==> src/shared/sos_regs.vh <==
// Constants of the status output selector
`ifndef SOS_REGS_VH
`define SOS_REGS_VH

// ----------------------------------------
// Register offsets
// ----------------------------------------
`define SOS_ADDR_FUNC_SEL    4'h0
`define SOS_ADDR_UPPER       4'h1
`define SOS_ADDR_LOWER       4'h2
`define SOS_ADDR_STATUS      4'h3

// ----------------------------------------
// Reset values and limits
// ----------------------------------------
`define SOS_FUNC_SEL_RESET   4'h9
`define SOS_FUNC_SEL_MAX     4'hC
`define SOS_UPPER_RESET      16'h0000
`define SOS_LOWER_RESET      16'h0000

// ----------------------------------------
// Function select codes
// ----------------------------------------
`define SOS_CODE_RUNNING     4'h0
`define SOS_CODE_HEALTHY     4'h1
`define SOS_CODE_AT_SPEED    4'h2
`define SOS_CODE_SPEED_NZ    4'h3
`define SOS_CODE_SPEED_LIM   4'h4
`define SOS_CODE_CURR_LIM    4'h5
`define SOS_CODE_TORQ_LIM    4'h6
`define SOS_CODE_AIN2_LIM    4'h7
`define SOS_CODE_A_SPEED     4'h8
`define SOS_CODE_A_CURR      4'h9
`define SOS_CODE_A_TORQ      4'hA
`define SOS_CODE_A_POWER     4'hB
`define SOS_CODE_A_PID       4'hC

// ----------------------------------------
// Status register fields
// ----------------------------------------
`define SOS_ST_DIGITAL_BIT   0
`define SOS_ST_ANALOG_BIT    1
`define SOS_ST_HYST_LSB      2

`endif

==> src/design/sos_sync.v <==
// Two-flop synchroniser for a bundle of levels
`timescale 1ns/1ps

module sos_sync #(
  parameter WIDTH = 1
) (
  // Clock and reset
  input  wire             sys_clk_i,
  input  wire             reset_i,
  // Levels
  input  wire [WIDTH-1:0] async_i,
  output wire [WIDTH-1:0] sync_o
);

  reg [WIDTH-1:0] stage1;
  reg [WIDTH-1:0] stage2;

  always @(posedge sys_clk_i or posedge reset_i) begin
    if (reset_i) begin
      stage1 <= {WIDTH{1'b0}};
      stage2 <= {WIDTH{1'b0}};
    end else begin
      stage1 <= async_i;
      stage2 <= stage1;
    end
  end

  assign sync_o = stage2;

endmodule // sos_sync

==> src/design/sos_hyst.v <==
// Hysteresis comparators, one per limit quantity
`timescale 1ns/1ps
`include "sos_regs.vh"

module sos_hyst #(
  parameter WIDTH = 16,
  parameter NUM   = 4
) (
  // Clock and reset
  input  wire                 sys_clk_i,
  input  wire                 reset_i,
  // Quantities and thresholds
  input  wire [NUM*WIDTH-1:0] value_i,
  input  wire [WIDTH-1:0]     upper_i,
  input  wire [WIDTH-1:0]     lower_i,
  // Held states
  output wire [NUM-1:0]       state_o
);

  genvar g;
  generate
    for (g = 0; g < NUM; g = g + 1) begin : g_cmp
      wire [WIDTH-1:0] val = value_i[g*WIDTH +: WIDTH];
      reg              held;
      always @(posedge sys_clk_i or posedge reset_i) begin
        if (reset_i) begin
          held <= 1'b0;
        end else if (val > upper_i) begin
          held <= 1'b1;
        end else if (val < lower_i) begin
          held <= 1'b0;
        end
      end
      assign state_o[g] = held;
    end
  endgenerate

endmodule // sos_hyst

==> src/design/sos_top.v <==
// Status output selector for the second configurable output terminal
//
// The implementer's own choices: the address map and the plain strobed port.
`timescale 1ns/1ps
`include "sos_regs.vh"

module sos_top #(
  parameter WIDTH = 16
) (
  // Clock and reset
  input  wire             sys_clk_i,
  input  wire             reset_i,
  // Register port
  input  wire [3:0]       reg_addr_i,
  input  wire [15:0]      reg_wdata_i,
  input  wire             reg_wr_i,
  input  wire             reg_rd_i,
  output reg  [15:0]      reg_rdata_o,
  // Drive conditions, from pins of the drive controller
  input  wire             drive_running_i,
  input  wire             fault_active_i,
  // Drive quantities, same clock domain
  input  wire [WIDTH-1:0] output_freq_i,
  input  wire [WIDTH-1:0] setpoint_freq_i,
  input  wire [WIDTH-1:0] motor_speed_i,
  input  wire [WIDTH-1:0] motor_current_i,
  input  wire [WIDTH-1:0] motor_torque_i,
  input  wire [WIDTH-1:0] analog_in2_i,
  input  wire [WIDTH-1:0] motor_power_i,
  input  wire [WIDTH-1:0] pid_output_i,
  // Terminal outputs
  output reg              digital_out_o,
  output reg              analog_mode_o,
  output reg  [WIDTH-1:0] analog_value_o
);

  // ----------------------------------------
  // Configuration registers
  // ----------------------------------------
  reg  [3:0]       output2_function_select;
  reg  [WIDTH-1:0] limit_upper_threshold;
  reg  [WIDTH-1:0] limit_lower_threshold;

  always @(posedge sys_clk_i or posedge reset_i) begin
    if (reset_i) begin
      output2_function_select <= `SOS_FUNC_SEL_RESET;
      limit_upper_threshold   <= `SOS_UPPER_RESET;
      limit_lower_threshold   <= `SOS_LOWER_RESET;
    end else if (reg_wr_i) begin
      case (reg_addr_i)
        `SOS_ADDR_FUNC_SEL: begin
          // Out-of-range codes are ignored
          if (reg_wdata_i[3:0] <= `SOS_FUNC_SEL_MAX && reg_wdata_i[15:4] == 12'h000) begin
            output2_function_select <= reg_wdata_i[3:0];
          end
        end
        `SOS_ADDR_UPPER: begin
          limit_upper_threshold <= reg_wdata_i[WIDTH-1:0];
        end
        `SOS_ADDR_LOWER: begin
          limit_lower_threshold <= reg_wdata_i[WIDTH-1:0];
        end
        default: begin
        end
      endcase
    end
  end

  // ----------------------------------------
  // Pin conditions
  // ----------------------------------------
  wire [1:0] pins_sync;

  sos_sync #(
    .WIDTH (2)
  ) u_sync (
    .sys_clk_i (sys_clk_i),
    .reset_i   (reset_i),
    .async_i   ({fault_active_i, drive_running_i}),
    .sync_o    (pins_sync)
  );

  wire running = pins_sync[0];
  wire healthy = ~pins_sync[1];

  // ----------------------------------------
  // Limit comparators
  // ----------------------------------------
  wire [3:0] limit_state;

  sos_hyst #(
    .WIDTH (WIDTH),
    .NUM   (4)
  ) u_hyst (
    .sys_clk_i (sys_clk_i),
    .reset_i   (reset_i),
    .value_i   ({analog_in2_i, motor_torque_i, motor_current_i, motor_speed_i}),
    .upper_i   (limit_upper_threshold),
    .lower_i   (limit_lower_threshold),
    .state_o   (limit_state)
  );

  // ----------------------------------------
  // Output selection
  // ----------------------------------------
  reg             next_digital;
  reg             next_analog_mode;
  reg [WIDTH-1:0] next_analog_value;

  always @* begin
    next_digital      = 1'b0;
    next_analog_mode  = 1'b0;
    next_analog_value = {WIDTH{1'b0}};
    case (output2_function_select)
      `SOS_CODE_RUNNING:   next_digital = running;
      `SOS_CODE_HEALTHY:   next_digital = healthy;
      `SOS_CODE_AT_SPEED:  next_digital = (output_freq_i == setpoint_freq_i);
      `SOS_CODE_SPEED_NZ:  next_digital = (motor_speed_i != {WIDTH{1'b0}});
      `SOS_CODE_SPEED_LIM: next_digital = limit_state[0];
      `SOS_CODE_CURR_LIM:  next_digital = limit_state[1];
      `SOS_CODE_TORQ_LIM:  next_digital = limit_state[2];
      `SOS_CODE_AIN2_LIM:  next_digital = limit_state[3];
      `SOS_CODE_A_SPEED: begin
        next_analog_mode  = 1'b1;
        next_analog_value = motor_speed_i;
      end
      `SOS_CODE_A_CURR: begin
        next_analog_mode  = 1'b1;
        next_analog_value = motor_current_i;
      end
      `SOS_CODE_A_TORQ: begin
        next_analog_mode  = 1'b1;
        next_analog_value = motor_torque_i;
      end
      `SOS_CODE_A_POWER: begin
        next_analog_mode  = 1'b1;
        next_analog_value = motor_power_i;
      end
      `SOS_CODE_A_PID: begin
        next_analog_mode  = 1'b1;
        next_analog_value = pid_output_i;
      end
      default: begin
      end
    endcase
  end

  always @(posedge sys_clk_i or posedge reset_i) begin
    if (reset_i) begin
      digital_out_o  <= 1'b0;
      analog_mode_o  <= 1'b0;
      analog_value_o <= {WIDTH{1'b0}};
    end else begin
      digital_out_o  <= next_digital;
      analog_mode_o  <= next_analog_mode;
      analog_value_o <= next_analog_value;
    end
  end

  // ----------------------------------------
  // Register read
  // ----------------------------------------
  always @(posedge sys_clk_i or posedge reset_i) begin
    if (reset_i) begin
      reg_rdata_o <= 16'h0000;
    end else if (reg_rd_i) begin
      case (reg_addr_i)
        `SOS_ADDR_FUNC_SEL: reg_rdata_o <= {12'h000, output2_function_select};
        `SOS_ADDR_UPPER:    reg_rdata_o <= limit_upper_threshold;
        `SOS_ADDR_LOWER:    reg_rdata_o <= limit_lower_threshold;
        `SOS_ADDR_STATUS:   reg_rdata_o <= {10'h000, limit_state, analog_mode_o, digital_out_o};
        default:            reg_rdata_o <= 16'h0000;
      endcase
    end else begin
      reg_rdata_o <= 16'h0000;
    end
  end

endmodule // sos_top

==> config.mk <==
export PLATFORM = sky130hd
export DESIGN_NAME = sos_top
export DESIGN_NICKNAME = d
export VERILOG_FILES = /design/src/design/sos_sync.v /design/src/design/sos_hyst.v /design/src/design/sos_top.v
export VERILOG_INCLUDE_DIRS = /design/src /design/src/shared
export SDC_FILE = /design/constraint.sdc
export NUM_CORES = 1
export LEC_CHECK = 0
export BUFFER_PORTS_ARGS = -buffer_cell sky130_fd_sc_hd__buf_2
export CAP_MARGIN = 20
export CORE_UTILIZATION = 40
export DETAILED_ROUTE_END_ITERATION = 8
export GPL_TIMING_DRIVEN = 0
export PLACE_DENSITY = 0.7
export SYNTH_ARGS = -nofsm -noshare
export SYNTH_HDL_FRONTEND = slang
export SYNTH_SLANG_ARGS = --single-unit
export TNS_END_PERCENT = 100
==> constraint.sdc <==
create_clock -name sys_clk_i -period 5.2 [get_ports sys_clk_i]
set_input_delay 1.04 -clock sys_clk_i [delete_from_list [all_inputs] [get_ports sys_clk_i]]
set_output_delay 1.04 -clock sys_clk_i [all_outputs]
set_load 0.03 [all_outputs]
==> impl_results.md, run 1 <==
* Number of global-route vias before repair at 5,900
* DRC viols at 0
* Util after Layout at 0.511
* Clock latency on the worst-skew pair at 350 ps
* Core area at 15,300 um2
* Register area share after synthesis at 0.311
* Gr usage total at 0.259
* TNS Setup at 0 ps
* CP peak stage delay at 370 ps
* Vias post-DR at 5,989
* Design Area, Final at 7800 um2
* Root Buffer: clkbuf_16
* Clk buf depth at 2
* Die area at 16,200 um2
* Fin cells at 1,060
* Final Hold Vio Count at 0
* WL final at 20,300 um
* Post-Place Cell Area at 7520 um2
* Clock sinks at 78
* Crit path arrival time at 2690 ps
* Row Count at 45
* Clk pin slew, worst setup/hold paths at 60 ps
* RSZ-0062 raised after global routing: no
* Leak pwr at 0.00392 uW
* Grt met3 use at 0.0549
* First-pass DRT Iterations at 5
* Routed Antenna Nets at 0
* Reg2Reg Depth at 5
* Clk_skew at 11.0 ps
* Final Slew Violations at 0
* Initial antenna violation count at 1
* CTS tree: built
* R2r endpoint: analog_value_o[7]
* Ys Warns at 0
* Initial Util at 0.412
* Met1 Usage GRT at 0.343
* FFs w/ async S/R, synth at 1.00
* CP Cell Sequence: buf_2 -> ha_1 -> a21oi_1 -> o21ai_0 -> a221oi_1 -> o21ai_0 -> a221o_1
* Total power at 2220 uW
* Placed cells at 1,043
* Avg Inst Size Synth at 9.75 um2
* Port Buffers at 186
* Detailed placement HPWL at 16,800 um
* CTS Hold Bufs at 0
* Layout cell share with drive strength beyond 1 at 0.310
* Vias per Instance at 5.65
* Largest net degree at the start of global routing at 61
* Hold_sp: u_sync.stage1[0]
* GR Overflow Total at 0
* Netlist cell types at 50
* CTS Buf Count at 9
* Top-area cell type share of the netlist area at 0.302
* Crit Path Max Fanout at 4
* R2r startpoint: output2_function_select[0]
* Peak VDD IR at 0.177 mV
* Synth Net Count at 923
* I/O pin cnt at 188
* Max transition margin at 0.272
* Post-CTS Repair Setup Buffers at 0
* Seq cells post-synth at 78
* Biggest area consumer among synthesized cells: dfrtp_1
* Fmax at 407 MHz
* Fin nets at 1,121
* Max Cap Violations at 0
* Cell count after synthesis at 645
* GP Congestion at 0.931
* Reg2Reg Setup Slack at 2950 ps
* GR peak layer: met2
* Power Density at 284 nW/um2
* Post-cts sizing count at 0
* Critical path type: in -> reg
* Number of synthesized flops with an enable pin at 0
* Horiz. Die Dim at 127 um
* Area of the mapped netlist at 6290 um2
* Worst setup path end: u_hyst.g_cmp[0].held
* CP startpoint kind: input pin
* Met2 usage at 0.412
* Ys flop type: dfrtp_1
* Worst Setup End Kind: flip-flop
* Fill cells at 1,456
* Fin crit share at 0.473
* # setup viols final at 0
* Status: finished clean
* Crit path top cell by count: o21ai_0
* Worst hold-check path type: reg -> reg
* Drt wl/cell at 19.2 um
* WP data required at 5430 ps
* Slowest cell on the critical path: a221oi_1
* Die height at 127 um
* P&R area growth vs syn at 24.0%
* CP startpoint: motor_speed_i[11]
* Htree depth at 3
* Synth area leaders: dfrtp_1, ha_1, mux2_2, a22oi_1, a21oi_1
* Worst Tran Pin Value at 1080 ps
* Global-route wire length before repair at 31,700 um
* Detailed Route Iter0 Violations at 436
* Minimum clock period at 2460 ps
[state kept, by name (all words and copies together), names as in the netlist]
name and cells:
analog_mode_o 1, analog_value_o 16, digital_out_o 1, limit_lower_threshold 16, limit_upper_threshold 16, output2_function_select 4, reg_rdata_o 16, u_hyst.g_cmp.held 4
u_sync.stage1 2, u_sync.sync_o 2
[final cells by class]
cell class	count	area (um2)	share of cell area
Multi-Input combinational cell	512	4120	0.528
Sequential cell	78	1950	0.251
Timing Repair Buffer	187	958	0.123
Tap cell	211	264	0.0338
Clock buffer	10	239	0.0306
Inverter	39	149	0.0191
Buffer	16	75.1	0.00962
Clock inverter	6	43.8	0.00561
Antenna cell	1	2.50	0.000321
[logic make-up after synthesis]
family,count (synthesis),share of synthesized area
and+or+nand+nor,181,0.151
AOI/OAI and AO/OA,150,0.159
adders and majority gates,124,0.247
DFF,78,0.311
buffers and inverters,55,0.0352
muxes,41,0.0752
xor gates and xnor gates,16,0.0223
[layer usage]
metal	vias up	wire, um
met5	-	0
met4	0	480
met2	248	9350
met1	2861	8840
li1	2848	-
met3	32	1670
[through the flow]
step           hold WS, ps  setup WS [ps]
2_1_floorplan          331           2170
3_3_place_gp           337           1130
3_5_place_dp           336           2410
4_1_cts                349           2790
5_1_grt                369           2630
6_report               353           2740
[worst max-delay path, delay by kind of cell]
| family | cells | cell delay, ps |
|---|---|---|
| adder cells (fa/ha/maj) | 1 | 330 |
| AO/OA/AOI/OAI | 5 | 1170 |
| buffers and inverters | 1 | 160 |
[synthesized netlist by cell type, types with 2 or more instances]
cell / instances
a2111o_1: 2
a211o_1: 2
a211oi_1: 2
a21boi_0: 2
a21o_1: 5
a21oi_1: 49
a221o_1: 7
a221oi_1: 4
a222oi_1: 2
a22oi_1: 46
and2_1: 3
and3_1: 3
and4_1: 4
buf_2: 6
buf_4: 2
clkbuf_1: 8
dfrtp_1: 76
dfstp_2: 2
ha_1: 124
inv_1: 39
mux2_2: 40
nand2_1: 49
nand2_2: 2
nand2b_1: 4
nand3_1: 31
nand4_1: 18
nor2_1: 29
nor2b_1: 4
nor3_1: 10
nor3b_1: 2
nor4_1: 11
o211ai_1: 5
o21ai_0: 18
o31ai_1: 2
o41ai_1: 2
xor2_1: 16
[power by group]
| part | switching, uW | internal (uW) | leakage, uW |
|---|---|---|---|
| sequential | 68.8 | 681 | 0.00100 |
| clock | 281 | 339 | 0.000139 |
| combinational | 482 | 364 | 0.00278 |
[layout by cell type, fill, tap and decap left out, types with 7 or more instances in the layout]
master     Yosys  routed
xor2_1        16      16
mux2_2        40      40
buf_2          6     192
a21oi_1       49      49
a22oi_1       46      46
clkbuf_16      0       9
nor4_1        11      11
nand2_1       49      49
nand4_1       18      18
ha_1         124     124
o21ai_0       18      18
inv_1         39      38
nor2_1        29      29
clkbuf_1       8       8
nor3_1        10      10
a221o_1        7       7
dfrtp_1       76      76
nand3_1       31      31
[worst min path at each step]
stage	to	slack (ps)	cells after the start
after floorplan	u_sync.sync_o[0]	330	0
after global placement	u_sync.sync_o[1]	340	0
after detailed placement	u_sync.sync_o[0]	340	0
after CTS	u_sync.sync_o[0]	350	0
after global routing	u_sync.sync_o[1]	370	0
final	u_sync.sync_o[0]	350	0
No activity file was read; power rests on OpenSTA's default activity.
==> run 2, diff against run 1 <==
clock period = 2.4 ns   (was 5.2 ns; I/O delays follow)
==> run 2 against run 1 <==
- die area is the same
- flip-flop and latch count stayed put
- register-to-register slack worse by 2800 ps
- setup slack worse by 2600 ps
- cell area up 0.85%
- non-clock buffer count grew 2
- clock power rose to 2.5 times the previous value
- final cell count rose by 0.19%
- critical path depth stayed put
- hold slack got worse by 230 ps
- critical endpoint is now u_hyst.g_cmp[2].held
- highest routed layer unchanged
==> impl_results.md, run 2 (synthesis gave the netlist of run 1 again) <==
* CP startpoint kind: flip-flop
* Clk pin slew, worst setup/hold paths at 70 ps (about the same)
* Initial Util at 0.412 (unchanged)
* Routed Antenna Nets at 0 (unchanged)
* Reg2Reg Setup Slack at 170 ps (-2780 ps)
* Crit path arrival time at 2480 ps (-210 ps)
* Final Hold Vio Count at 0 (unchanged)
* Clock group share of total power at 0.313 (+0.033)
* Slowest cell on the critical path: a221oi_1
* I/O pin cnt at 188 (unchanged)
* Clk_skew at 8.77 ps (-2.19 ps)
* Htree depth at 3 (unchanged)
* CTS Hold Bufs at 0 (unchanged)
* Detailed placement HPWL at 16,700 um (-0.41%)
* Row Count at 45 (unchanged)
* CP Cell Sequence: inv_1 -> ha_1 -> a21o_1 -> a221o_1 -> a221oi_1 -> nor2_1 -> a221o_1
* GR Overflow Total at 0 (unchanged)
* WL final at 20,300 um (-0.35%)
* CTS Buf Count at 9 (unchanged)
* TNS Setup at 0 ps (unchanged)
* Clock sinks at 78 (unchanged)
* RSZ-0062 raised after global routing: no
* Vias post-DR at 5,954 (-0.58%)
* Comb pwr share at 0.364 (-0.018)
* Power Density at 638 nW/um2 (+120%)
* Post-CTS Repair Setup Buffers at 0 (unchanged)
* Crit Path Max Fanout at 4 (unchanged)
* Die height at 127 um (unchanged)
* Post-cts sizing count at 0 (unchanged)
* Drt wl/cell at 19.1 um (-0.54%)
* Net switching power at 1830 uW (+120%)
* Worst hold-check path type: in -> async
* Status: finished clean
* Pre-CTS WS at 136 ps (-2280 ps)
* Peak VDD IR at 0.370 mV (+110%)
* Max Cap Violations at 0 (unchanged)
* Fin crit share at 0.930
* Max transition margin at 0.457 (+0.185)
* Leak pwr at 0.00395 uW (+0.77%)
* Area occupied by multi-input gates at 4120 um2 (unchanged)
* Net Sw Frac at 0.365 (-0.0106)
* Initial antenna violation count at 1 (unchanged)
* Minimum clock period at 2230 ps
* Layout cell share with drive strength beyond 1 at 0.312 (+0.00162)
* Reg area at 1950 um2 (unchanged)
* Crit path max-delay family: compound AO/OA/AOI/OAI gates
* Final WS setup at 169 ps (-2570 ps)
* Placed cells at 1,044 (+0.096%)
* WP data required at 2640 ps (-2790 ps)
* Die area at 16,200 um2 (unchanged)
* Final Slew Violations at 0 (unchanged)
* Worst Setup End Kind: flip-flop
* Crit path depth at 7 (unchanged)
* Crit path top cell by count: a221o_1
* R2r endpoint: u_hyst.g_cmp[2].held
* Fin cells at 1,062 (+0.19%)
* # setup viols final at 0 (unchanged)
* Fill cells at 1,457 (+0.069%)
* First-pass DRT Iterations at 5 (unchanged)
* Reg power frac at 0.324 (-0.014)
* Commonest non-fill, non-tap cell in the layout: buf_2
* Horiz. Die Dim at 127 um (unchanged)
* Core area at 15,300 um2 (unchanged)
* CP peak stage delay at 450 ps (+80 ps)
* Port Buffers at 186 (unchanged)
* Gr usage total at 0.256 (-0.00328)
* Root Buffer: clkbuf_16
* Number of global-route vias before repair at 5,803 (-1.6%)
* P&R area growth vs syn at 25.1%
* R2r startpoint: limit_upper_threshold[9]
* Global-route wire length before repair at 31,300 um (-1.4%)
* Critical path type: reg -> reg
* Reg2Reg Depth at 7 (+2)
* Vias per Instance at 5.61 (-0.77%)
* CTS tree: built
* Clk buf depth at 2 (unchanged)
* CP startpoint: limit_upper_threshold[9]
* GP Congestion at 0.905 (-2.9%)
* Fin nets at 1,123 (+0.18%)
* Most frequent cells in the layout: buf_2, ha_1, dfrtp_1
* Worst Tran Pin Value at 812 ps (-272 ps)
* Clock latency on the worst-skew pair at 360 ps (about the same)
* Fmax at 448 MHz
* Internal power at 3190 uW (+130%)
* Largest net degree at the start of global routing at 35 (-43%)
* Detailed Route Iter0 Violations at 330 (-24%)
* DRC viols at 0 (unchanged)
* CP bufs+invs at 1 (unchanged)
## run 2: worst max path at each step
stage / end
floorplan: u_hyst.g_cmp[0].held
global placement: u_hyst.g_cmp[2].held
CTS: analog_value_o[6]
detailed placement: u_hyst.g_cmp[2].held
finish: u_hyst.g_cmp[2].held
global route: analog_value_o[8]
## run 2: per-layer routing
layer | global-route usage | part of all wire
met5 | 0 | 0
met2 | 0.417 | 0.46
met3 | 0.0632 | 0.078
met1 | 0.330 | 0.44
met4 | 0.0889 | 0.022
## run 2: power by group through the flow
stage | logic, uW | registers [uW] | clock network (uW)
after global routing | 2080 | 1640 | 1630
final | 1830 | 1630 | 1570
after CTS | 1800 | 1620 | 1580
after global placement | 1720 | 1640 | 0
after detailed placement | 1790 | 1640 | 0
after floorplan | 1190 | 1590 | 0
## run 2: through the flow
step	hold WS [ps]	total power (uW)	area [um2]	util
6_report	119	5020	7870	0.516
5_1_grt	146	5350	7870	0.515
3_3_place_gp	341	3360	7490	0.491
4_1_cts	130	5000	7860	0.515
3_5_place_dp	336	3430	7530	0.493
2_1_floorplan	331	2790	6290	-
## run 2: area by class of cell
class	instances	area share
multi-input combinational	512	0.523
sequential	78	0.248
timing repair buffer	189	0.124
tap	211	0.0336
clock buffer	9	0.0286
inverter	39	0.0191
clock inverter	7	0.0130
buffer	16	0.00954
antenna	1	0.000318
==> run 3, diff against run 2 <==
PLACE_DENSITY = 0.69   (was 0.7)
SYNTH_HIERARCHICAL = 1   (was not set)
==> run 3 against run 2 <==
- sequential power about the same
- clock power increased by 3%
- hold slack got worse by 61 ps
- cell area increased by 1.0%
- fmax decreased by 0.89%
- power increased by 2.8%
- critical path depth unchanged
- die area increased by 1.3%
- first-iteration DRC count increased by 36%
- routed wire length decreased by 3.1%
- synthesized cell count decreased by 2.2%
- clock-buffer cell count increased by 2
- critical endpoint is now u_hyst/g_cmp[1].held
==> impl_results.md, run 3 <==
* Status: finished clean
* Clk pin slew, worst setup/hold paths at 60 ps (about the same)
* GR Overflow Total at 0 (unchanged)
* Layout cell share with drive strength beyond 1 at 0.317 (+0.00560)
* Diode count at 0 (-1)
* Core area at 15,400 um2 (+0.74%)
* Detailed placement HPWL at 16,100 um (-3.6%)
* Most frequent cells in the layout: buf_2, ha_1, dfrtp_1
* Top-area cell type share of the netlist area at 0.298 (-0.00403)
* Total power at 5160 uW (+2.8%)
* RSZ-0062 raised after global routing: no
* CTS tree: built
* Clock group share of total power at 0.311 (-0.002)
* Row Count at 45 (unchanged)
* Post-Place Cell Area at 7610 um2 (+1.0%)
* Initial Util at 0.415 (+0.00251)
* WL final at 19,600 um (-3.1%)
* Post-cts sizing count at 0 (unchanged)
* Reg2Reg Setup Slack at 150 ps (-20 ps)
* TNS Setup at 0 ps (unchanged)
* Global-route wire length before repair at 30,500 um (-2.4%)
* Net switching power at 1790 uW (-2.1%)
* Register area share after synthesis at 0.307 (-0.00415)
* Vias per Instance at 5.62 (+0.28%)
* Gr usage total at 0.246 (-0.0102)
* Critical path type: reg -> reg
* Ys Warns at 6 (+6)
* FFs w/ async S/R, synth at 1.00 (unchanged)
* Design Area, Final at 7950 um2 (+1.0%)
* Die height at 128 um (+0.66%)
* Power Density at 650 nW/um2 (+1.8%)
* # setup viols final at 0 (unchanged)
* Peak VDD IR at 0.404 mV (+9.2%)
* Reg power frac at 0.314 (-0.010)
* Crit Path Max Fanout at 4 (unchanged)
* Avg Inst Size Synth at 10.1 um2 (+3.6%)
* Fmax at 444 MHz (-0.89%)
* Fill cells at 1,460 (+0.21%)
* Synth top cells by count: ha_1, dfrtp_1, nand2_1
* Vias post-DR at 5,881 (-1.2%)
* Netlist cell types at 55 (+10%)
* Synth area leaders: dfrtp_1, ha_1, mux2_4, a22oi_1, a21oi_1
* First-pass DRT Iterations at 5 (unchanged)
* Initial antenna violation count at 0 (-1)
* Clock sinks at 78 (unchanged)
* Max Cap Violations at 0 (unchanged)
* Routed Antenna Nets at 0 (unchanged)
* Seq cells post-synth at 78 (unchanged)
* Count leader, synth: ha_1
* DRC viols at 0 (unchanged)
* Minimum clock period at 2250 ps (+20.1 ps)
* Commonest non-fill, non-tap cell in the layout: buf_2
* Horiz. Die Dim at 128 um (+0.66%)
* Final Slew Violations at 0 (unchanged)
* Worst hold-check path type: in -> async
* Largest net degree at the start of global routing at 55 (+57%)
* Leak pwr at 0.00407 uW (+3.0%)
* Number of synthesized flops with an enable pin at 0 (unchanged)
* CTS Hold Bufs at 0 (unchanged)
* Area of the mapped netlist at 6380 um2 (+1.4%)
* Post-CTS Repair Setup Buffers at 0 (unchanged)
* Biggest area consumer among synthesized cells: dfrtp_1
* Final WS setup at 149 ps (-20.1 ps)
* Synth Net Count at 909 (-1.5%)
* Drt wl/cell at 18.8 um (-1.6%)
* Final Hold Vio Count at 0 (unchanged)
* Ys flop type: dfrtp_1
* Comb pwr share at 0.375 (+0.011)
* Net Sw Frac at 0.347 (-0.0174)
* CTS Buf Count at 9 (unchanged)
* GP Congestion at 0.852 (-5.9%)
* Port Buffers at 187 (+0.54%)
* Fin nets at 1,108 (-1.3%)
* Htree depth at 3 (unchanged)
* CP startpoint kind: flip-flop
* Clock latency on the worst-skew pair at 350 ps (about the same)
* Cell count after synthesis at 631 (-2.2%)
* I/O pin cnt at 188 (unchanged)
* P&R area growth vs syn at 24.6%
* Worst Setup End Kind: flip-flop
* Pre-CTS WS at 89.1 ps (-47.0 ps)
* Detailed Route Iter0 Violations at 448 (+36%)
* Number of global-route vias before repair at 5,829 (+0.45%)
* Placed cells at 1,030 (-1.3%)
* Max transition margin at 0.471 (+0.0139)
* Clk_skew at 5.09 ps (-3.68 ps)
* Root Buffer: clkbuf_16
* Fin cells at 1,046 (-1.5%)
* Worst Tran Pin Value at 791 ps (-20.8 ps)
* Fin crit share at 0.938 (+0.00836)
* Crit path arrival time at 2530 ps (+50 ps)
* Die area at 16,400 um2 (+1.3%)
* Clk buf depth at 2 (unchanged)
* Internal power at 3370 uW (+5.6%)
* WP data required at 2680 ps (+40 ps)
-- run 3: power groups by stage --
stage | registers, uW | logic [uW] | clock network [uW]
after floorplan | 1600 | 1300 | 0
final | 1620 | 1940 | 1610
after global placement | 1630 | 1830 | 0
after detailed placement | 1640 | 1900 | 0
after CTS | 1620 | 1920 | 1620
after global routing | 1640 | 2200 | 1670
-- run 3: area by class of cell --
class	count	area, um2	area share
inverter	39	149	0.0187
multi-input combinational	497	4170	0.525
sequential	78	1950	0.246
tap	211	264	0.0332
buffer	17	104	0.0131
timing repair buffer	188	963	0.121
clock buffer	11	233	0.0293
clock inverter	5	108	0.0135
-- run 3: metrics by stage --
step / hold slack (ps) / util
finish: 58.3 / 0.517
global route: 86.9 / 0.517
detailed placement: 338 / 0.495
floorplan: 246 / -
CTS: 56.6 / 0.517
global placement: 333 / 0.493
-- run 3: final timing paths --
| path | start | cells past startpoint | to |
|---|---|---|---|
| max | limit_lower_threshold[11] | 7 | u_hyst/g_cmp[1].held |
| min | reset_i | 2 | u_sync/stage1[0] |
| max reg2reg | limit_lower_threshold[11] | 7 | u_hyst/g_cmp[1].held |
| min reg2reg | u_sync/stage1[0] | 0 | u_sync/sync_o[0] |
| max in group asynchronous | reset_i | 3 | output2_function_select[3] |
| min in group sys_clk_i | drive_running_i | 1 | u_sync/stage1[0] |
-- run 3: logic make-up (layout without fill, tap and decap cells) --
logic type,count (synthesis),after routing,share of synthesized area
AOI/OAI and AO/OA,152,152,0.166
xor gates and xnor gates,16,16,0.0220
adders and majority gates,124,124,0.243
buffers and inverters,56,260,0.0392
DFF,78,78,0.307
muxes,38,38,0.0805
and+or+nand+nor,167,167,0.143
-- run 3: worst max-delay path: stages, from the launching register on --
cell,delay (ps)
dfrtp_1,370
inv_1,120
ha_1,340
nand4_1,160
or4_1,530
or4_1,470
nand3_1,120
a21o_1,90
-- run 3: per-layer routing --
| layer | GRT usage | wire length (um) |
|---|---|---|
| met3 | 0.0417 | 1140 |
| met2 | 0.417 | 9460 |
| met4 | 0.0948 | 424 |
| met1 | 0.311 | 8620 |
| met5 | 0 | 0 |
